## config.mk

```make
export PLATFORM = sky130hd
export DESIGN_NAME = irac_top
export DESIGN_NICKNAME = d
export VERILOG_FILES = /design/src/design/irac_pkg.sv /design/src/design/irac_top.sv
export SDC_FILE = /design/constraint.sdc
export NUM_CORES = 1
export LEC_CHECK = 0
export BUFFER_PORTS_ARGS = -buffer_cell sky130_fd_sc_hd__buf_2
export CAP_MARGIN = 0
export CORE_AREA = 2 2 162 164
export CTS_CLUSTER_DIAMETER = 50
export DETAILED_ROUTE_END_ITERATION = 6
export DIE_AREA = 0 0 164 166
export PLACE_DENSITY = 0.61
export RECOVER_POWER = 50
export SLEW_MARGIN = 40
export SYNTH_ARGS = -nofsm -noshare
export SYNTH_HDL_FRONTEND = slang
export SYNTH_SLANG_ARGS = --single-unit
```

## constraint.sdc

```tcl
create_clock -name MCLK -period 8.9 [get_ports MCLK]
set_clock_uncertainty 0.15 [all_clocks]
set_input_delay 2.225 -clock MCLK [delete_from_list [all_inputs] [get_ports MCLK]]
set_output_delay 2.225 -clock MCLK [all_outputs]
set_load 0.02 [all_outputs]
```

## src/design/irac_pkg.sv

```systemverilog
// Constants, types and divider table for the two-wire rate/address block
// Assumes one 25 MHz MCLK and an AXI4-Lite master with 32-bit data
//
// Overview of operation
// - Serial clock at most MCLK over twenty
// - Position bit picks port A or port B pins
// - Keeps working and interrupting during wait mode
// - Shallow stop freezes activity, registers kept
// - Deep stop returns registers to reset values
// - Own address compared against upper seven bits
// - Multiplier field gives factor one, two, four
// - Rate code selects divider and hold counts
// - Serial period equals multiplier times divider
// - Data changes hold count after clock falls
// - Start holds clock high, then drives low
// - Stop releases data hold count after rise
// - Sixty-four distinct rate settings are selectable
// - Lost arbitration drops to slave, raises event
// - Rate code indexes fixed divider/hold table
package irac_pkg;

	// ----------------------------------------------------------------
	// Register map
	// ----------------------------------------------------------------
	localparam logic [7:0] OFF_OWN = 8'h00; // Own slave address
	localparam logic [7:0] OFF_DIV = 8'h04; // Bit rate divider
	localparam logic [7:0] OFF_CTRL = 8'h08; // Position and master bits
	localparam logic [7:0] OFF_STS = 8'h0C; // Sticky events, write one
	localparam logic [7:0] OFF_MASK = 8'h10; // Interrupt mask
	localparam logic [7:0] OWN_RST = 8'h00;
	localparam logic [7:0] DIV_RST = 8'h00;
	localparam logic [1:0] CTRL_RST = 2'h0;
	localparam logic [2:0] EV_RST = 3'h0;
	localparam logic [1:0] RESP_OKAY = 2'h0;
	localparam logic [1:0] RESP_SLVERR = 2'h2;

	// ----------------------------------------------------------------
	// Field positions
	// ----------------------------------------------------------------
	localparam int CTRL_POS = 0; // Pin position select
	localparam int CTRL_MASTER = 1; // Master operation
	localparam int EV_ARB = 0; // Arbitration lost
	localparam int EV_MATCH = 1; // Own address seen
	localparam int EV_DONE = 2; // Sequence finished
	localparam int RATE_MULTIPLIER_HI = 7;
	localparam int RATE_MULTIPLIER_LO = 6;
	localparam int RATE_HI = 5;
	localparam logic [1:0] RATE_MULTIPLIER_RSVD = 2'h3;
	localparam logic [15:0] MIN_DIV = 16'h0014; // Fastest allowed period

	// ----------------------------------------------------------------
	// Rate table: divider, data hold, start hold, stop hold, 12 b each
	// ----------------------------------------------------------------
	localparam int TAB_DIV = 36;
	localparam int TAB_SDA = 24;
	localparam int TAB_STA = 12;
	localparam int TAB_STO = 0;
	localparam logic [47:0] RATE_TAB [64] = '{
		48'h01400700600B, 48'h01600700700C, 48'h01800800800D,
		48'h01A00800900E, 48'h01C00900A00F, 48'h01E00900B010,
		48'h02200A00D012, 48'h02800A010015, 48'h01C00700A00F,
		48'h02000700C011, 48'h02400900E013, 48'h028009010015,
		48'h02C00B012017, 48'h03000B014019, 48'h03800D01801D,
		48'h04400D01E023, 48'h030009012019, 48'h03800901601D,
		48'h04000D01A021, 48'h04800D01E025, 48'h050011022029,
		48'h05801102602D, 48'h06801502E035, 48'h08001503A041,
		48'h050009026029, 48'h06000902E031, 48'h070011036039,
		48'h08001103E041, 48'h090019046049, 48'h0A001904E051,
		48'h0C002105E061, 48'h0F0021076079, 48'h0A001104E051,
		48'h0C001105E061, 48'h0E002106E071, 48'h10002107E081,
		48'h12003108E091, 48'h14003109E0A1, 48'h1800410BE0C1,
		48'h1E00410EE0F1, 48'h14002109E0A1, 48'h1800210BE0C1,
		48'h1C00410DE0E1, 48'h2000410FE101, 48'h24006111E121,
		48'h28006113E141, 48'h30008117E181, 48'h3C00811DE1E1,
		48'h28004113E141, 48'h30004117E181, 48'h3800811BE1C1,
		48'h4000811FE201, 48'h4800C123E241, 48'h5000C127E281,
		48'h6001012FE301, 48'h7801013BE3C1, 48'h50008127E281,
		48'h6000812FE301, 48'h70010137E381, 48'h8001013FE401,
		48'h90018147E481, 48'hA001814FE501, 48'hC002015FE601,
		48'hF0020177E781
	};

	// ----------------------------------------------------------------
	// Types
	// ----------------------------------------------------------------
	typedef enum logic [1:0] {OP_START, OP_BIT, OP_STOP} irac_op_t;
	typedef enum {S_IDLE, S_START, S_LOW, S_HIGH, S_STOP_LOW,
		S_STOP_HIGH} irac_state_t;
	typedef struct packed {
		logic valid; // One-cycle request
		irac_op_t op; // Start, one bit, or stop
		logic data; // Bit to send, one releases the line
	} irac_cmd_t;
	typedef struct packed {
		logic valid; // One-cycle address offer
		logic [6:0] addr; // Seven address bits received
	} irac_addr_t;
	typedef struct packed {
		logic [15:0] period; // Serial clock period in MCLK cycles
		logic [15:0] half; // Low and high phase length
		logic [15:0] sda_hold;
		logic [15:0] start_hold;
		logic [15:0] stop_hold;
	} irac_cfg_t;

endpackage

```

## src/design/irac_top.sv

```systemverilog
// Two-wire bus rate/address configuration with its bit-timing sequencer
// Assumes an AXI4-Lite master on MCLK and a byte engine issuing commands
//
// The implementer's own choices: the address map and the AXI4-Lite register port.
`timescale 1ns/10ps
`default_nettype none
module irac_top (
	input wire logic MCLK,
	input wire logic RST,
	input wire logic [7:0] S_AXI_AWADDR,
	input wire logic S_AXI_AWVALID,
	output logic S_AXI_AWREADY,
	input wire logic [31:0] S_AXI_WDATA,
	input wire logic [3:0] S_AXI_WSTRB,
	input wire logic S_AXI_WVALID,
	output logic S_AXI_WREADY,
	output logic [1:0] S_AXI_BRESP,
	output logic S_AXI_BVALID,
	input wire logic S_AXI_BREADY,
	input wire logic [7:0] S_AXI_ARADDR,
	input wire logic S_AXI_ARVALID,
	output logic S_AXI_ARREADY,
	output logic [31:0] S_AXI_RDATA,
	output logic [1:0] S_AXI_RRESP,
	output logic S_AXI_RVALID,
	input wire logic S_AXI_RREADY,
	input wire irac_pkg::irac_cmd_t CMD,
	input wire irac_pkg::irac_addr_t ADDR_IN,
	input wire logic SHALLOW_STOP,
	input wire logic DEEP_STOP,
	input wire logic PORT_A_BIT_TWO_IN,
	output logic PORT_A_BIT_TWO_OUT,
	output logic PORT_A_BIT_TWO_OE,
	input wire logic PORT_A_BIT_THREE_IN,
	output logic PORT_A_BIT_THREE_OUT,
	output logic PORT_A_BIT_THREE_OE,
	input wire logic PORT_B_BIT_SIX_IN,
	output logic PORT_B_BIT_SIX_OUT,
	output logic PORT_B_BIT_SIX_OE,
	input wire logic PORT_B_BIT_SEVEN_IN,
	output logic PORT_B_BIT_SEVEN_OUT,
	output logic PORT_B_BIT_SEVEN_OE,
	output logic IRQ,
	output logic MASTER_MODE,
	output logic ARB_LOST,
	output logic SEQ_BUSY,
	output logic SEQ_DONE,
	output logic SEQ_BIT,
	output var irac_pkg::irac_cfg_t CFG
);

	// ----------------------------------------------------------------
	// Declarations
	// ----------------------------------------------------------------
	logic rst_all; // System reset or deep stop
	logic [7:0] own_q; // Own slave address register
	logic [7:0] div_q; // Multiplier and rate code
	logic [1:0] ctrl_q; // Master and position bits
	logic [2:0] sts_q; // Sticky events
	logic [2:0] sts_d;
	logic [2:0] mask_q; // Interrupt mask
	logic [2:0] w1c; // Bits software clears this cycle
	logic aw_rdy_q, ar_rdy_q, bvalid_q, rvalid_q;
	logic [1:0] bresp_q, rresp_q;
	logic [31:0] rdata_q;
	logic wr_go, rd_go, wr_lo;
	logic [3:0] pin_in; // Raw pin levels
	logic [3:0] sync1_q; // First synchroniser stage
	logic [3:0] sync2_q; // Second stage, safe to use
	logic sda_in, scl_in; // Selected line levels
	irac_pkg::irac_cfg_t cfg_q; // Scaled timing counts
	irac_pkg::irac_state_t st_q; // Sequencer state
	logic [15:0] cnt_q; // Phase counter
	logic sda_drv_q, scl_drv_q; // Pulling the line low
	logic bit_q, done_q, arb_q, rx_q, match_q, irq_q, low_q;
	logic busy_q; // Sequencer not idle, kept in a flop for the pin
	logic [3:0] oe_q; // Pin enables, port B high pair
	logic [47:0] ent; // Selected table entry
	logic [1:0] sh; // Multiplier as shift

	assign rst_all = RST | DEEP_STOP;
	assign wr_lo = aw_rdy_q && S_AXI_WSTRB[0];
	assign pin_in = {PORT_B_BIT_SEVEN_IN, PORT_B_BIT_SIX_IN,
		PORT_A_BIT_THREE_IN, PORT_A_BIT_TWO_IN};

	// ----------------------------------------------------------------
	// Pin input synchronisers, one per pin
	// ----------------------------------------------------------------
	for (genvar i = 0; i < 4; i++) begin : g_sync
		// Lines idle high, so reset to released
		always_ff @(posedge MCLK) begin
			if (RST) begin
				sync1_q[i] <= 1'b1;
				sync2_q[i] <= 1'b1;
			end else begin
				sync1_q[i] <= pin_in[i];
				sync2_q[i] <= sync1_q[i];
			end
		end
	end

	// Route the selected pin pair inward
	assign sda_in = ctrl_q[irac_pkg::CTRL_POS] ? sync2_q[2] : sync2_q[0];
	assign scl_in = ctrl_q[irac_pkg::CTRL_POS] ? sync2_q[3] : sync2_q[1];

	// ----------------------------------------------------------------
	// AXI4-Lite slave handshakes
	// ----------------------------------------------------------------
	// Both write channels are taken together, one write in flight
	assign wr_go = S_AXI_AWVALID && S_AXI_WVALID && !aw_rdy_q && !bvalid_q;
	assign rd_go = S_AXI_ARVALID && !ar_rdy_q && !rvalid_q;

	// Write channel and response
	always_ff @(posedge MCLK) begin
		if (RST) begin
			aw_rdy_q <= 1'b0;
			bvalid_q <= 1'b0;
			bresp_q <= irac_pkg::RESP_OKAY;
		end else begin
			aw_rdy_q <= wr_go;
			if (aw_rdy_q) begin
				bvalid_q <= 1'b1;
				bresp_q <= irac_pkg::RESP_OKAY;
				// Unmapped offsets answer with a slave error
				if ((S_AXI_AWADDR & 8'hFC) > irac_pkg::OFF_MASK) begin
					bresp_q <= irac_pkg::RESP_SLVERR;
				end
			end else if (S_AXI_BREADY) begin
				bvalid_q <= 1'b0;
			end
		end
	end

	// Read channel; reads have no side effects
	always_ff @(posedge MCLK) begin
		if (RST) begin
			ar_rdy_q <= 1'b0;
			rvalid_q <= 1'b0;
			rdata_q <= 32'h00000000;
			rresp_q <= irac_pkg::RESP_OKAY;
		end else begin
			ar_rdy_q <= rd_go;
			if (ar_rdy_q) begin
				rvalid_q <= 1'b1;
				rresp_q <= irac_pkg::RESP_OKAY;
				rdata_q <= 32'h00000000;
				case (S_AXI_ARADDR & 8'hFC)
					irac_pkg::OFF_OWN: rdata_q[7:0] <= own_q;
					irac_pkg::OFF_DIV: rdata_q[7:0] <= div_q;
					irac_pkg::OFF_CTRL: rdata_q[1:0] <= ctrl_q;
					irac_pkg::OFF_STS: rdata_q[2:0] <= sts_q;
					irac_pkg::OFF_MASK: rdata_q[2:0] <= mask_q;
					default: rresp_q <= irac_pkg::RESP_SLVERR;
				endcase
			end else if (S_AXI_RREADY) begin
				rvalid_q <= 1'b0;
			end
		end
	end

	// ----------------------------------------------------------------
	// Registers
	// ----------------------------------------------------------------
	// Address, divider and mask; deep stop clears them like a reset
	always_ff @(posedge MCLK) begin
		if (rst_all) begin
			own_q <= irac_pkg::OWN_RST;
			div_q <= irac_pkg::DIV_RST;
			mask_q <= irac_pkg::EV_RST;
		end else if (wr_lo) begin
			case (S_AXI_AWADDR & 8'hFC)
				irac_pkg::OFF_OWN: own_q <= S_AXI_WDATA[7:0];
				irac_pkg::OFF_DIV: div_q <= S_AXI_WDATA[7:0];
				irac_pkg::OFF_MASK: mask_q <= S_AXI_WDATA[2:0];
				default: ;
			endcase
		end
	end

	// Control; lost arbitration beats a software write of master
	always_ff @(posedge MCLK) begin
		if (rst_all) begin
			ctrl_q <= irac_pkg::CTRL_RST;
		end else begin
			if (wr_lo && (S_AXI_AWADDR & 8'hFC) == irac_pkg::OFF_CTRL) begin
				ctrl_q <= S_AXI_WDATA[1:0];
			end
			if (arb_q) begin
				ctrl_q[irac_pkg::CTRL_MASTER] <= 1'b0;
			end
		end
	end

	// Sticky events: a new event wins over the write-one clear
	assign w1c = (wr_lo && (S_AXI_AWADDR & 8'hFC) == irac_pkg::OFF_STS) ?
		S_AXI_WDATA[2:0] : 3'h0;
	assign sts_d = (sts_q & ~w1c) | {done_q, match_q, arb_q};
	always_ff @(posedge MCLK) begin
		if (rst_all) begin
			sts_q <= irac_pkg::EV_RST;
		end else begin
			sts_q <= sts_d;
		end
	end

	// Interrupt level; nothing here looks at wait mode, so it still wakes
	always_ff @(posedge MCLK) begin
		if (rst_all) begin
			irq_q <= 1'b0;
		end else begin
			irq_q <= |(sts_q & mask_q);
		end
	end

	// Own address compare, seven offered bits against own_q[7:1]
	always_ff @(posedge MCLK) begin
		if (rst_all) begin
			match_q <= 1'b0;
		end else begin
			match_q <= ADDR_IN.valid && !SHALLOW_STOP &&
				ADDR_IN.addr == own_q[7:1];
		end
	end

	// ----------------------------------------------------------------
	// Timing counts from the rate table
	// ----------------------------------------------------------------
	// Any of 64 codes picks one row; reserved multiplier counts as one
	assign ent = irac_pkg::RATE_TAB[div_q[irac_pkg::RATE_HI:0]];
	assign sh = (div_q[irac_pkg::RATE_MULTIPLIER_HI:irac_pkg::RATE_MULTIPLIER_LO] ==
		irac_pkg::RATE_MULTIPLIER_RSVD) ? 2'h0 :
		div_q[irac_pkg::RATE_MULTIPLIER_HI:irac_pkg::RATE_MULTIPLIER_LO];

	// Registered so the long multiplexer stays off the sequencer path
	always_ff @(posedge MCLK) begin
		if (rst_all) begin
			cfg_q <= '0;
		end else begin
			cfg_q.period <= {4'h0, ent[irac_pkg::TAB_DIV +: 12]} << sh;
			cfg_q.half <= {5'h00, ent[irac_pkg::TAB_DIV + 1 +: 11]} << sh;
			cfg_q.sda_hold <= {4'h0, ent[irac_pkg::TAB_SDA +: 12]} << sh;
			cfg_q.start_hold <= {4'h0, ent[irac_pkg::TAB_STA +: 12]} << sh;
			cfg_q.stop_hold <= {4'h0, ent[irac_pkg::TAB_STO +: 12]} << sh;
		end
	end

	// ----------------------------------------------------------------
	// Bit-timing sequencer
	// ----------------------------------------------------------------
	// One start, bit or stop per request; only taken while master
	always_ff @(posedge MCLK) begin
		if (rst_all) begin
			st_q <= irac_pkg::S_IDLE;
			cnt_q <= 16'h0000;
			sda_drv_q <= 1'b0;
			scl_drv_q <= 1'b0;
			bit_q <= 1'b0;
			rx_q <= 1'b0;
			done_q <= 1'b0;
			arb_q <= 1'b0;
			busy_q <= 1'b0;
		end else if (SHALLOW_STOP) begin
			// Frozen in place, lines hold their level
			done_q <= 1'b0;
			arb_q <= 1'b0;
		end else begin
			done_q <= 1'b0;
			arb_q <= 1'b0;
			cnt_q <= cnt_q + 16'h0001;
			case (st_q)
				irac_pkg::S_IDLE: begin
					cnt_q <= 16'h0000;
					if (CMD.valid && ctrl_q[irac_pkg::CTRL_MASTER]) begin
						bit_q <= CMD.data;
						busy_q <= 1'b1;
						case (CMD.op)
							irac_pkg::OP_START: begin
								sda_drv_q <= 1'b1;
								st_q <= irac_pkg::S_START;
							end
							irac_pkg::OP_BIT: begin
								scl_drv_q <= 1'b1;
								st_q <= irac_pkg::S_LOW;
							end
							default: begin
								scl_drv_q <= 1'b1;
								st_q <= irac_pkg::S_STOP_LOW;
							end
						endcase
					end
				end
				// Clock stays high through the start hold
				irac_pkg::S_START: begin
					if (cnt_q == cfg_q.start_hold - 16'h0001) begin
						scl_drv_q <= 1'b1;
						done_q <= 1'b1;
						st_q <= irac_pkg::S_IDLE;
						busy_q <= 1'b0;
					end
				end
				// Data may only move once the hold after the fall is over
				irac_pkg::S_LOW: begin
					if (cnt_q == cfg_q.sda_hold - 16'h0001) begin
						sda_drv_q <= !bit_q;
					end
					if (cnt_q == cfg_q.half - 16'h0001) begin
						scl_drv_q <= 1'b0;
						cnt_q <= 16'h0000;
						st_q <= irac_pkg::S_HIGH;
					end
				end
				// A slave or other master holding the clock stretches it
				irac_pkg::S_HIGH: begin
					if (!scl_in) begin
						cnt_q <= cnt_q;
					end else if (cnt_q == cfg_q.half - 16'h0001) begin
						rx_q <= sda_in;
						if (bit_q && !sda_in) begin
							// Someone else pulled data low: back off
							sda_drv_q <= 1'b0;
							scl_drv_q <= 1'b0;
							arb_q <= 1'b1;
						end else begin
							scl_drv_q <= 1'b1;
							done_q <= 1'b1;
						end
						st_q <= irac_pkg::S_IDLE;
						busy_q <= 1'b0;
					end
				end
				irac_pkg::S_STOP_LOW: begin
					sda_drv_q <= 1'b1;
					if (cnt_q == cfg_q.half - 16'h0001) begin
						scl_drv_q <= 1'b0;
						cnt_q <= 16'h0000;
						st_q <= irac_pkg::S_STOP_HIGH;
					end
				end
				irac_pkg::S_STOP_HIGH: begin
					if (cnt_q == cfg_q.stop_hold - 16'h0001) begin
						sda_drv_q <= 1'b0;
						done_q <= 1'b1;
						st_q <= irac_pkg::S_IDLE;
						busy_q <= 1'b0;
					end
				end
				default: begin
					st_q <= irac_pkg::S_IDLE;
					busy_q <= 1'b0;
				end
			endcase
		end
	end

	// ----------------------------------------------------------------
	// Pin enables and status outputs
	// ----------------------------------------------------------------
	// Unselected pair is never driven; costs one cycle of pin latency
	always_ff @(posedge MCLK) begin
		if (rst_all) begin
			oe_q <= 4'h0;
			low_q <= 1'b0;
		end else begin
			oe_q <= ctrl_q[irac_pkg::CTRL_POS] ?
				{scl_drv_q, sda_drv_q, 2'h0} :
				{2'h0, scl_drv_q, sda_drv_q};
			low_q <= 1'b0; // Open drain: only ever pulls low
		end
	end

	assign S_AXI_AWREADY = aw_rdy_q;
	assign S_AXI_WREADY = aw_rdy_q;
	assign S_AXI_BVALID = bvalid_q;
	assign S_AXI_BRESP = bresp_q;
	assign S_AXI_ARREADY = ar_rdy_q;
	assign S_AXI_RVALID = rvalid_q;
	assign S_AXI_RDATA = rdata_q;
	assign S_AXI_RRESP = rresp_q;
	assign PORT_A_BIT_TWO_OE = oe_q[0];
	assign PORT_A_BIT_THREE_OE = oe_q[1];
	assign PORT_B_BIT_SIX_OE = oe_q[2];
	assign PORT_B_BIT_SEVEN_OE = oe_q[3];
	assign PORT_A_BIT_TWO_OUT = low_q;
	assign PORT_A_BIT_THREE_OUT = low_q;
	assign PORT_B_BIT_SIX_OUT = low_q;
	assign PORT_B_BIT_SEVEN_OUT = low_q;
	assign IRQ = irq_q;
	assign MASTER_MODE = ctrl_q[irac_pkg::CTRL_MASTER];
	assign ARB_LOST = arb_q;
	assign SEQ_BUSY = busy_q;
	assign SEQ_DONE = done_q;
	assign SEQ_BIT = rx_q;
	assign CFG = cfg_q;

	irac_pkg::irac_state_t prev_q; // Helper: state one cycle ago
	logic [15:0] age_q; // Helper: cycles spent in current state
	always_ff @(posedge MCLK) begin
		prev_q <= st_q;
		age_q <= (st_q != prev_q) ? 16'h0001 : age_q + 16'h0001;
	end
endmodule
`default_nettype wire

```

After elaboration in Yosys (flattened, before gate mapping)

Memory sizes are Yosys's and may differ from the RTL's.
Cells that the tools add are included.

Add/subtract/negate cells: 5
$lt $le $gt $ge: 2
Equality and inequality tests: 32
Shift-type cells: 5
Muxes and demuxes: 53
Bitwise gates (word level): 12
Reductions and logical operators: 45

Operators with widths:

| cell                    | number |
|---|---|
| $mux W32                | 7 |
| $pmux W32 S6            | 1 |
| $mux W48                | 2 |
| $eq A16 B16 Y1          | 4 |
| $eq A32 B2 Y1 const B   | 2 |
| $eq A32 B3 Y1 const B   | 2 |
| $shl A12 B2 Y16         | 4 |
| $sub A16 B1 Y16 const B | 4 |
| $pmux W16 S3            | 1 |
| $eq A32 B1 Y1 const B   | 1 |
| $logic_not A32 Y1       | 1 |
| $mux W16                | 2 |
| $mux W1                 | 28 |
| $eq A6 B2 Y1 const B    | 4 |
| $ne A2 B2 Y1 const B    | 10 |
| $add A16 B1 Y16 const B | 1 |
| $logic_not A8 Y1        | 2 |
| $reduce_and A8 Y1       | 2 |
| $shl A11 B2 Y16         | 1 |
| $eq A6 B1 Y1 const B    | 2 |
| $eq A6 B3 Y1 const B    | 2 |
| $logic_and A1 B1 Y1     | 12 |
| $pmux W1 S5             | 2 |
| $pmux W2 S5             | 1 |
| 31 further kinds        | 56 |

Bits in registers: 189
Memory bits (read-only): 3072
Bits of input ports: 77
Logic and storage cells: 194
Memories kept: 1

Memories:

| memory          | words | bits a word | rd ports | clocked after Yosys merged registers in | wr ports | line            | RTL |
|---|---|---|---|---|---|---|---|
| (no name shown) | 64    | 48          | 1        | 0                                       | 0        | irac_top.sv:229 | `assign ent = irac_pkg::RATE_TAB[div_q[irac_pkg::RATE_HI:0]];` |

Depth between registers and ports, before layout

Gate-level depths: netlist of run 1.

Depth in word-level cells: 7
Depth in mapped cells: 12
Depth with buffers taken out: 11

Least setup slack after synthesis of run 1

OpenSTA, ideal clock, no wires.

Kind: input to register
Start point: input port S_AXI_AWADDR[5]
End point: register own_q[0]
Data arrival time: 3615 ps
Data required time: 8622 ps
Slack: 5008 ps
Stages on the path: 5
Buffers on the path: 0
Path through: nor3_1 nand3_1 nor4_2 mux2i_1 nor2_1

Longest elaborated chain between the ends: 2

Ends and longest elaborated chain:

| element                            | line            | RTL |
|---|---|---|
| from (decl)                        | irac_top.sv:10  | `input wire logic [7:0] S_AXI_AWADDR,` |
| $logic_not A8 Y1                   | irac_top.sv:171 | `case (S_AXI_AWADDR & 8'hFC)` |
| $reduce_and A2 Y1 (no source line) | --              |  |
| to (signal assigned)               | irac_top.sv:167 | `own_q <= irac_pkg::OWN_RST;` |
| to (signal assigned)               | irac_top.sv:172 | `irac_pkg::OFF_OWN: own_q <= S_AXI_WDATA[7:0];` |
| to (decl)                          | irac_top.sv:56  | `logic [7:0] own_q;` |

Every way passes these cells.
A chain may end at the register's enable or synchronous reset.

Worst setup path in the final report of run 1

Start point: input port RST
End point: register scl_drv_q

Longest elaborated chain between the ends: 1

Ends and longest elaborated chain:

| element              | line            | RTL |
|---|---|---|
| from (decl)          | irac_top.sv:9   | `input wire logic RST,` |
| $or A1 B1 Y1         | irac_top.sv:81  | `assign rst_all = RST \| DEEP_STOP;` |
| to (signal assigned) | irac_top.sv:256 | `scl_drv_q <= 1'b0;` |
| to (signal assigned) | irac_top.sv:282 | `scl_drv_q <= 1'b1;` |
| to (signal assigned) | irac_top.sv:286 | `scl_drv_q <= 1'b1;` |
| to (decl)            | irac_top.sv:74  | `logic sda_drv_q, scl_drv_q;` |

Every way passes these cells.

==> reports/qor.txt, run 1 <==
Post_cts resized: 0
Synth Area in Simple Gates: 26.6%
Post-Syn Area: 0.00874 mm²
Maximum VDD drop: 88.4 µV
Die Span X: 164 µm
Final GP Congestion: 0.886
Synth unique cells: 83
Fin. max-slew vios: 62
Die ar.: 0.0272 mm²
N_diodes: 0
Final wirelength: 24900 µm
Clk pin slew, worst setup/hold paths: 0.06 ns
Insertion delay to the later sink of the worst-skew pair: 0.41 ns
Worst EP arrival: 6.00 ns
Count leader, synth: nor2_1
CTS tree: built
Vias per Instance: 5.26
Area grow syn2layout: 12.5%
WS Path Type: in -> reg
Setup crit start: RST
WHS Path Cells: 1
Final nets: 1303
Reg2reg end: cnt_q[11]$_SDFFE_PP0P_
Mux cell area share after synthesis: 5.77%
Non-filler instance count after layout: 1563
Synth top area share: 28.9%
Placed cell count: 1531
Post-CTS setup buffer count: 0
Number of synthesized register bits: 126
Reg2Reg Depth: 11
Clk pwr share: 48.2%
Total GRT Usage: 17.8%
Final min period: 5.88 ns
Post-Syn Area per Cell: 7.63 µm²
Initial Util: 34.1%
Hold buffer count at CTS: 0
Final Cell Area: 0.00984 mm²
Post-DP Area: 0.00933 mm²
Outcome: finished with violations
# fillers: 2702
Root Driver: clkbuf_16
DR DRC count: 0
Final ANT Viol Nets: 0
Commonest cells post-synth: nor2_1, dfxtp_1, nand2_1
Main combinational cell family by area after synthesis: simple AND/OR/NAND/NOR gates
Sequential share of the synthesized area: 28.9%
Leakage Power: 3.70 nW
Area contributors post-synth: dfxtp_1, nor2_1, xnor2_1, buf_4, mux2i_1
Sequential cell area: 0.00252 mm²
WHS Endpoint: sync2_q[1]$_SDFF_PP1_
Initial antenna violation count: 0
Synth Flop Type: dfxtp_1
H-tree levels: 4
CTS Sinks: 126
Actual slew at the worst max-slew pin: 2.74 ns
Max Fclk: 170 MHz
Row count: 59
CP endpoint kind: flip-flop
Drt wl/cell: 15.9 µm
Max transition margin: -82.4%
Synth Area in XOR/XNOR: 8.69%
Cell Int Power: 1.00 mW
Combinational fraction of design power: 8.9%
Post-synthesis cell count: 1146
FFs w/ async S/R, synth: 0%
Number of global-route vias before repair: 7253
Final worst path period share: 66.0%
Detailed Place HPWL: 18900 µm
Grt ovf: 0
Reg2Reg Setup Slack: 4.86 ns
Failing checks: capacitance limit, slew limit
Die Y-Extent: 166 µm
Final worst setup slack: 3.02 ns
Global-route wire length before repair: 39200 µm
Compound-Gate Fraction of Synth Area: 18.3%
Vias: 8224
Setup tns final: 0 ns
Largest net degree at the start of global routing: 62
Core Area: 0.0256 mm²
Sw Pwr: 0.354 mW
Post-Synth Adder-Cell Area: 1.70%
Port-buffer cells: 139
1st-iter DRT viols: 671
Synth warn: 0
Layout cells sized above 1: 14.0%
Dpl ws: 4.60 ns
Sw Ratio: 26.1%
Setup violators final: 0
Count of final hold-check violations: 0
Max Root-Sink Buffers: 2
Critical hold path startpoint: sync1_q[1]$_SDFF_PP1_
Cell Pwr Density: 138 mW/mm²
Max_cap viols: 1
Num CTS Buffers: 17
Worst hold path type: reg -> reg
Drt pass-1 iters: 5
Reg2reg start: CFG[65]$_SDFF_PP0_
IO Count: 212
Yosys top cell by area: dfxtp_1
Critical path data required time: 9.02 ns
Max FO, Critical Path: 61
Sequential Power Share: 42.8%
Crit path launch type: primary input
EDFF count, synth: 0
RSZ-0062 raised after global routing: false
Area of the multi-input gates: 0.00553 mm²
[cells in the final DEF, fill, tap and decap left out, types with 11 or more instances in the layout]
cell / instances
xnor2_1: 57
nor4_1: 24
a211oi_1: 37
nand2b_1: 16
nor2_1: 162
clkbuf_16: 17
xor2_1: 27
conb_1: 44
o21ai_0: 55
dfxtp_1: 126
buf_2: 89
ha_1: 11
nor3_1: 38
or3_1: 12
nand3_1: 29
nand4_1: 12
clkbuf_1: 53
inv_1: 24
mux2i_1: 38
or2_2: 19
a21oi_1: 60
nor2b_1: 15
a31oi_1: 16
nand2_1: 76
[registers in the layout (all words and copies together), names as in the netlist, 2 cells and up]
name,count
sync2_q,4
sync1_q,4
sts_q,3
div_q,8
own_q,8
mask_q,3
cnt_q,16
CFG,48
S_AXI_RDATA,8
oe_q,4
st_q,3
ctrl_q,2
[critical path: stages]
cell and delay (ns):
clkbuf_1 0.68, or2_2 0.23, clkbuf_1 1.94, o31ai_1 0.24
a2111oi_0 0.56, a211oi_1 0.12
[routing by layer]
layer,part of all wire (%),wire (µm),track usage (%)
met1,46,11400,24.3
met2,47,11800,28.7
met3,4.6,1140,2.70
met4,2.1,522,5.99
met5,0,0,0
[area by class of cell]
cell class	instances	area share (%)
Multi-Input combinational cell	895	56.2
Sequential cell	126	25.6
Timing Repair Buffer	150	7.20
Clock buffer	18	4.36
Tap cell	335	4.26
Clock inverter	14	1.39
Inverter	25	0.954
[power by group through the flow]
stage / Combinational (mW) / Sequential [mW] / Clock [mW]
final: 0.121 / 0.581 / 0.654
after global routing: 0.133 / 0.582 / 0.691
after CTS: 0.123 / 0.581 / 0.667
after detailed placement: 0.122 / 0.593 / 0
after global placement: 0.121 / 0.593 / 0
after floorplan: 0.0975 / 0.596 / 0
[cell families (layout without fill, tap and decap cells)]
| logic type | after synthesis | after routing |
|---|---|---|
| multiplexers | 47 | 47 |
| flip-flops | 126 | 126 |
| buffers and inverters | 168 | 207 |
| XOR/XNOR | 85 | 85 |
| AO/OA/AOI/OAI | 244 | 244 |
| adder cells (fa/ha/maj) | 12 | 12 |
| other | 1 | 44 |
| AND/OR/NAND/NOR | 463 | 463 |
[metrics by stage]
stage / hold slack (ns) / util [%] / total power, mW
final: 0.258 / 38.4 / 1.36
after global routing: 0.273 / 38.4 / 1.41
after global placement: 0.243 / 36.4 / 0.714
after floorplan: 0.239 / - / 0.694
after CTS: 0.259 / 38.6 / 1.37
after detailed placement: 0.244 / 36.4 / 0.715
[how the worst max path moves through the flow]
stage / end / slack (ns) / cells after the start
after floorplan: own_q[0]$_SDFFE_PP0P_ / 5.01 / 5
after global placement: div_q[3]$_SDFFE_PP0P_ / 4.52 / 6
after detailed placement: scl_drv_q$_SDFFE_PP0P_ / 4.60 / 6
after CTS: cnt_q[2]$_SDFFE_PP0P_ / 4.85 / 11
after global routing: scl_drv_q$_SDFFE_PP0P_ / 2.52 / 6
final: scl_drv_q$_SDFFE_PP0P_ / 3.02 / 6
(Power assumes the default switching activity.)
==> run 2: changes to the inputs <==
--- a/config.mk
+++ b/config.mk
@@ -11,7 +11,7 @@
 export CTS_CLUSTER_DIAMETER = 50
 export DETAILED_ROUTE_END_ITERATION = 6
 export DIE_AREA = 0 0 164 166
-export PLACE_DENSITY = 0.61
+export PLACE_DENSITY = 0.63
 export RECOVER_POWER = 50
 export SLEW_MARGIN = 40
 export SYNTH_ARGS = -nofsm -noshare
==> constraint.sdc (replaced) <==
create_clock -name MCLK -period 5.4 [get_ports MCLK]
set_clock_uncertainty 0.15 [all_clocks]
set_input_delay 1.35 -clock MCLK [delete_from_list [all_inputs] [get_ports MCLK]]
set_output_delay 1.35 -clock MCLK [all_outputs]
set_load 0.02 [all_outputs]
==> run 2 against run 1 <==
Combinational power is 65% higher. Final cell count is 0.13% lower. Die area stayed put. Count of clock-buffer cells in the layout stayed put. Critical path depth is 5 higher. Cell area is 0.37% lower. The flow still finishes with violations (capacitance limit, slew limit). Sequential power is 65% higher.
==> reports/qor.txt, run 2 (synthesis gave the netlist of run 1 again) <==
H-tree levels: 4 (unchanged)
Final min period: 4.17 ns
Insertion delay to the later sink of the worst-skew pair: 0.43 ns (+0.02 ns)
Final nets: 1301 (-0.15%)
Critical path's top delay family: simple AND/OR/NAND/NOR gates
WL met2: 11500 µm (-2.7%)
Cell Int Power: 1.65 mW (+65%)
Max Root-Sink Buffers: 2 (unchanged)
Cell Pwr Density: 231 mW/mm² (+67%)
CP endpoint kind: flip-flop
Max Fclk: 240 MHz
1st-iter DRT viols: 647 (-3.6%)
Crit path largest cell delay: 0.58 ns (-1.36 ns)
Combinational fraction of design power: 8.9% (about the same)
Leakage Power: 3.63 nW (-1.9%)
Worst path bufs/invs: 1 (-1)
Maximum VDD drop: 162 µV (+83%)
WS Path Type: reg -> reg
Sw Pwr: 0.607 mW (+72%)
Dpl ws: 1.33 ns (-3.27 ns)
Detailed Place HPWL: 19000 µm (+0.54%)
Worst EP arrival: 4.29 ns (-1.71 ns)
Post_cts resized: 0 (unchanged)
Total GRT Usage: 18.3% (+0.52 points)
Failing checks: capacitance limit, slew limit
Port-buffer cells: 139 (unchanged)
Fin. max-slew vios: 28 (-55%)
Setup tns final: 0 ns (unchanged)
N_diodes: 0 (unchanged)
Critical path data required time: 5.52 ns (-3.50 ns)
Vias per Instance: 5.30 (+0.82%)
Area grow syn2layout: 12.1%
Post-DP Area: 0.00932 mm² (-0.16%)
Final Cell Area: 0.00980 mm² (-0.37%)
Setup violators final: 0 (unchanged)
Die Y-Extent: 166 µm (unchanged)
CTS Sinks: 126 (unchanged)
Largest net degree at the start of global routing: 48 (-23%)
Drt pass-1 iters: 5 (unchanged)
Row count: 59 (unchanged)
Die Span X: 164 µm (unchanged)
Max transition margin: -6.94% (+75 points)
Most common cell after layout, fill and taps aside: nor2_1
Final worst setup slack: 1.23 ns (-1.79 ns)
Hold buffer count at CTS: 0 (unchanged)
Most frequent cells in the layout: nor2_1, dfxtp_1, nand2_1
Global-route wire length before repair: 40200 µm (+2.7%)
Layout cells sized above 1: 12.6% (-1.4 points)
Sequential Power Share: 42.3% (-0.5 points)
Final GP Congestion: 0.876 (-1.1%)
Number of global-route vias before repair: 7564 (+4.3%)
Worst hold margin: 0.255 ns (-0.00317 ns)
CP max stage cell: o31ai_4
Initial Util: 34.1% (unchanged)
Outcome: finished with violations
Count of final hold-check violations: 0 (unchanged)
Die ar.: 0.0272 mm² (unchanged)
Clk pin slew, worst setup/hold paths: 0.06 ns (about the same)
Actual slew at the worst max-slew pin: 1.60 ns (-1.13 ns)
Clk pwr share: 48.8% (+0.6 points)
Max layer used: met4
Initial antenna violation count: 0 (unchanged)
Met1 Wirelength: 11400 µm (-0.28%)
Post-CTS setup buffer count: 0 (unchanged)
IO Count: 212 (unchanged)
Crit path launch type: flip-flop
Root Driver: clkbuf_16
Number of flip-flops in the largest register: 48 (unchanged)
Post-Route Utilization: 38.3% (-0.14 points)
Max_cap viols: 1 (unchanged)
Drt wl/cell: 16.1 µm (+0.99%)
CP cell instances: inv_1 -> ha_1 -> nor4b_2 -> nand3_1 -> xnor2_1 -> o221a_2 -> o21ai_0 -> nand4_1 -> maj3_2 -> o31ai_4 -> nor2_1
RSZ-0062 raised after global routing: false
DR DRC count: 0 (unchanged)
CTS tree: built
Final worst path period share: 77.1%
Final wirelength: 25100 µm (+0.86%)
Final ANT Viol Nets: 0 (unchanged)
Num CTS Buffers: 17 (unchanged)
Sw Ratio: 26.9% (+0.80 points)
Vias: 8281 (+0.69%)
Grt ovf: 0 (unchanged)
Worst hold path type: reg -> reg
Core Area: 0.0256 mm² (unchanged)
Max FO, Critical Path: 15 (-75%)
Met3 wire length: 1280 µm (+12%)
-- run 2: worst register-to-register path: cells and delay by family, from the launching register on --
family	cells	cell delay (ns)
AND/OR/NAND/NOR	4	1.28
adder cells (fa/ha/maj)	2	0.76
flip-flops	1	0.40
AO/OA/AOI/OAI	3	1.10
buffers and inverters	1	0.14
XOR/XNOR	1	0.19
-- run 2: final timing paths --
path | from | endpoint | slack [ns] | cells after the start
worst max-delay path | CFG[65]$_SDFF_PP0_ | cnt_q[11]$_SDFFE_PP0P_ | 1.23 | 11
worst min-delay path | sync1_q[0]$_SDFF_PP1_ | sync2_q[0]$_SDFF_PP1_ | 0.25 | 1
worst max register to register | CFG[65]$_SDFF_PP0_ | cnt_q[11]$_SDFFE_PP0P_ | 1.23 | 11
worst min register to register | sync1_q[0]$_SDFF_PP1_ | sync2_q[0]$_SDFF_PP1_ | 0.25 | 1
-- run 2: area by class of cell --
| class | instances | area, µm² |
|---|---|---|
| Clock buffer | 18 | 429 |
| Clock inverter | 14 | 130 |
| Fill cell | 2637 | 15800 |
| Inverter | 25 | 93.8 |
| Multi-Input combinational cell | 895 | 5530 |
| Sequential cell | 126 | 2520 |
| Tap cell | 335 | 419 |
| Timing Repair Buffer | 148 | 676 |
-- run 2: power by group through the flow --
| stage | Combinational (mW) | Sequential, mW | Clock, mW |
|---|---|---|---|
| 2_1_floorplan | 0.161 | 0.983 | 0 |
| 3_3_place_gp | 0.199 | 0.976 | 0 |
| 3_5_place_dp | 0.202 | 0.977 | 0 |
| 4_1_cts | 0.203 | 0.956 | 1.12 |
| 5_1_grt | 0.220 | 0.959 | 1.17 |
| 6_report | 0.200 | 0.957 | 1.10 |
-- run 2: metal layers --
layer,GRT usage (%),vias to the layer above
li1,-,4089
met5,0,-
met1,24.7,3857
met3,3.37,50
met4,7.93,0
met2,28.6,285
-- run 2: per-stage QoR --
stage,power [mW],std cells
floorplan,1.14,1189
global placement,1.18,1529
detailed placement,1.18,1529
CTS,2.28,1561
finish,2.26,1561
global route,2.35,1561
==> run 3: changes to the inputs <==
--- a/config.mk
+++ b/config.mk
@@ -5,13 +5,14 @@
 export SDC_FILE = /design/constraint.sdc
 export NUM_CORES = 1
 export LEC_CHECK = 0
+export ABC_AREA = 1
 export BUFFER_PORTS_ARGS = -buffer_cell sky130_fd_sc_hd__buf_2
 export CAP_MARGIN = 0
-export CORE_AREA = 2 2 162 164
+export CORE_AREA = 2 2 160 162
 export CTS_CLUSTER_DIAMETER = 50
 export DETAILED_ROUTE_END_ITERATION = 6
-export DIE_AREA = 0 0 164 166
-export PLACE_DENSITY = 0.63
+export DIE_AREA = 0 0 162 164
+export PLACE_DENSITY = 0.62
 export RECOVER_POWER = 50
 export SLEW_MARGIN = 40
 export SYNTH_ARGS = -nofsm -noshare
==> constraint.sdc (replaced) <==
create_clock -name MCLK -period 4.2 [get_ports MCLK]
set_clock_uncertainty 0.15 [all_clocks]
set_input_delay 1.05 -clock MCLK [delete_from_list [all_inputs] [get_ports MCLK]]
set_output_delay 1.05 -clock MCLK [all_outputs]
set_load 0.02 [all_outputs]
==> run 3 against run 2 <==
Critical endpoint is now CFG[40]$_SDFF_PP0_. Die area is 2.4% lower. Worst setup slack worse by 0.24 ns. Utilization rose by 1.2 points. Count of clock-buffer cells in the layout decreased by 1. Final cell count grew 15%. Sequential share of layout area about the same. The run still ends with capacitance limit, slew limit left. Clock power up 35%.
==> reports/qor.txt, run 3 <==
Die Y-Extent: 164 µm (-1.2%)
Drt wl/cell: 14.0 µm (-13%)
Worst path bufs/invs: 5 (+4)
Final worst path period share: 76.4%
Crit path launch type: primary input
N_diodes: 0 (unchanged)
Max_cap viols: 1 (unchanged)
Most frequent cells in the layout: nand2_1, inv_1, nor2_1
Total GRT Usage: 18.8% (+0.47 points)
Count leader, synth: nand2_1
Die ar.: 0.0266 mm² (-2.4%)
Row count: 58 (-1.7%)
WS Path Type: in -> reg
Setup tns final: 0 ns (unchanged)
CP cell instances: clkbuf_1 -> nor2_1 -> clkinv_1 -> nor2_1 -> inv_1 -> clkbuf_1 -> nor2_1 -> inv_1 -> o221ai_1
Commonest cells post-synth: nand2_1, inv_1, nor2_1
Critical path data required time: 4.33 ns (-1.19 ns)
Post-Syn Area: 0.00861 mm² (-1.5%)
Most common cell after layout, fill and taps aside: nand2_1
Post-Route Utilization: 39.4% (+1.2 points)
Clk pin slew, worst setup/hold paths: 0.07 ns (about the same)
Root Driver: clkbuf_16
IO Count: 212 (unchanged)
Final nets: 1538 (+18%)
Die Span X: 162 µm (-1.2%)
Vias per Instance: 4.83 (-8.9%)
Sw Pwr: 0.906 mW (+49%)
Global-route wire length before repair: 40100 µm (-0.22%)
CP max stage cell: clkbuf_1
Max Fclk: 312 MHz
Synth unique cells: 48 (-42%)
Final wirelength: 25000 µm (-0.27%)
Setup violators final: 0 (unchanged)
Cell Int Power: 2.12 mW (+28%)
WP depth: 9 (-2)
Detailed Place HPWL: 20000 µm (+5.4%)
Maximum VDD drop: 241 µV (+49%)
1st-iter DRT viols: 611 (-5.6%)
Post-Syn Area per Cell: 6.40 µm² (-16%)
Worst hold path type: reg -> reg
Vias: 8666 (+4.6%)
Failing checks: capacitance limit, slew limit
Outcome: finished with violations
Number of flip-flops in the largest register: 48 (unchanged)
RSZ-0062 raised after global routing: false
Insertion delay to the later sink of the worst-skew pair: 0.43 ns (about the same)
Cell Pwr Density: 309 mW/mm² (+34%)
Hold buffer count at CTS: 0 (unchanged)
CTS tree: built
Max FO, Critical Path: 31 (+16)
Initial Util: 34.7% (+0.57 points)
Post-synthesis cell count: 1346 (+17%)
CP most frequent cell: nor2_1
Port-buffer cells: 139 (unchanged)
Reg2Reg Depth: 16 (+5)
Core Area: 0.0248 mm² (-3.1%)
Initial antenna violation count: 0 (unchanged)
Clk pwr share: 49.4% (+0.6 points)
Count of final hold-check violations: 0 (unchanged)
Largest net degree at the start of global routing: 32 (-33%)
Fin. max-slew vios: 31 (+11%)
WHS Path Cells: 1 (unchanged)
Number of synthesized register bits: 126 (unchanged)
DR DRC count: 0 (unchanged)
Synth warn: 0 (unchanged)
Post_cts resized: 0 (unchanged)
Final GP Congestion: 0.897 (+2.4%)
Num CTS Buffers: 17 (unchanged)
Post-CTS setup buffer count: 0 (unchanged)
CTS Sinks: 126 (unchanged)
Final min period: 3.21 ns
Yosys top cell by area: dfxtp_1
FFs w/ async S/R, synth: 0% (unchanged)
Sequential share of the synthesized area: 29.3% (+0.44 points)
Combinational fraction of design power: 9.8% (+0.9 points)
Sequential Power Share: 40.8% (-1.5 points)
Area contributors post-synth: dfxtp_1, nand2_1, inv_1, nor2_1, buf_4
Worst EP arrival: 3.34 ns (-0.95 ns)
Sw Ratio: 30.0% (+3.1 points)
Synth top area share: 29.3% (+0.44 points)
Max Root-Sink Buffers: 2 (unchanged)
Critical path's top delay family: buffers and inverters
CP endpoint kind: flip-flop
# fillers: 2745 (+4.1%)
EDFF count, synth: 0 (unchanged)
Actual slew at the worst max-slew pin: 1.50 ns (-0.0997 ns)
Layout cells sized above 1: 11.2% (-1.4 points)
Synth Flop Type: dfxtp_1
Crit path largest cell delay: 0.88 ns (+0.30 ns)
Area grow syn2layout: 13.7%
Final ANT Viol Nets: 0 (unchanged)
Drt pass-1 iters: 7 (+2)
Max transition margin: -0.291% (+6.6 points)
H-tree levels: 4 (unchanged)
Number of global-route vias before repair: 7998 (+5.7%)
Leakage Power: 4.65 nW (+28%)
Grt ovf: 0 (unchanged)
[run 3: power by group through the flow]
| stage | clock (mW) | combinational [mW] | sequential [mW] |
|---|---|---|---|
| after floorplan | 0 | 0.237 | 1.27 |
| after global placement | 0 | 0.296 | 1.26 |
| after detailed placement | 0 | 0.300 | 1.26 |
| after CTS | 1.52 | 0.301 | 1.23 |
| after global routing | 1.57 | 0.335 | 1.23 |
| final | 1.49 | 0.296 | 1.23 |
[run 3: path summary, 6_finish.rpt]
check                             start                    end  slack, ns
setup reg to reg  div_q[1]$_SDFFE_PP0P_     CFG[21]$_SDFF_PP0_       1.38
hold / removal    sync1_q[1]$_SDFF_PP1_  sync2_q[1]$_SDFF_PP1_       0.27
hold reg to reg   sync1_q[1]$_SDFF_PP1_  sync2_q[1]$_SDFF_PP1_       0.27
setup / recovery                    RST     CFG[40]$_SDFF_PP0_       0.99
[run 3: final cells by class]
cell class                 count  area [µm²]  area share, %
sequential                   126        2520           25.8
clock buffer                  17         425           4.35
clock inverter                15         186           1.90
inverter                     187         702           7.17
multi-input combinational    972        4880           49.9
tap                          330         413           4.22
timing repair buffer         146         658           6.72
[run 3: cell families (layout without fill, tap and decap cells)]
| family | count (synthesis) | after routing | synth area share [%] |
|---|---|---|---|
| AOI/OAI and AO/OA | 216 | 216 | 14.8 |
| xor gates and xnor gates | 59 | 59 | 6.00 |
| other | 1 | 44 | 0.0436 |
| adders and majority gates | 11 | 11 | 1.60 |
| buffers and inverters | 291 | 365 | 16.0 |
| DFF | 126 | 126 | 29.3 |
| and+or+nand+nor | 639 | 639 | 31.9 |
| muxes | 3 | 3 | 0.349 |
[run 3: layer usage]
metal	global-route usage, %	vias to the layer above	wire, µm
li1	-	4429	-
met1	24.5	3870	11600
met2	31.1	320	11200
met3	3.36	47	1570
met4	7.00	0	735
met5	0	-	0
[run 3: per-stage QoR]
stage               hold slack [ns]  setup slack (ns)  cells  instance area [µm²]  power, mW
global route                  0.271             0.699   1793                 9790       3.14
CTS                           0.267              1.43   1793                 9880       3.05
detailed placement            0.249              1.21   1761                 9270       1.56
finish                        0.266             0.990   1793                 9790       3.02
global placement              0.242              1.22   1761                 9260       1.56
floorplan                     0.239              1.67   1389                 8770       1.51
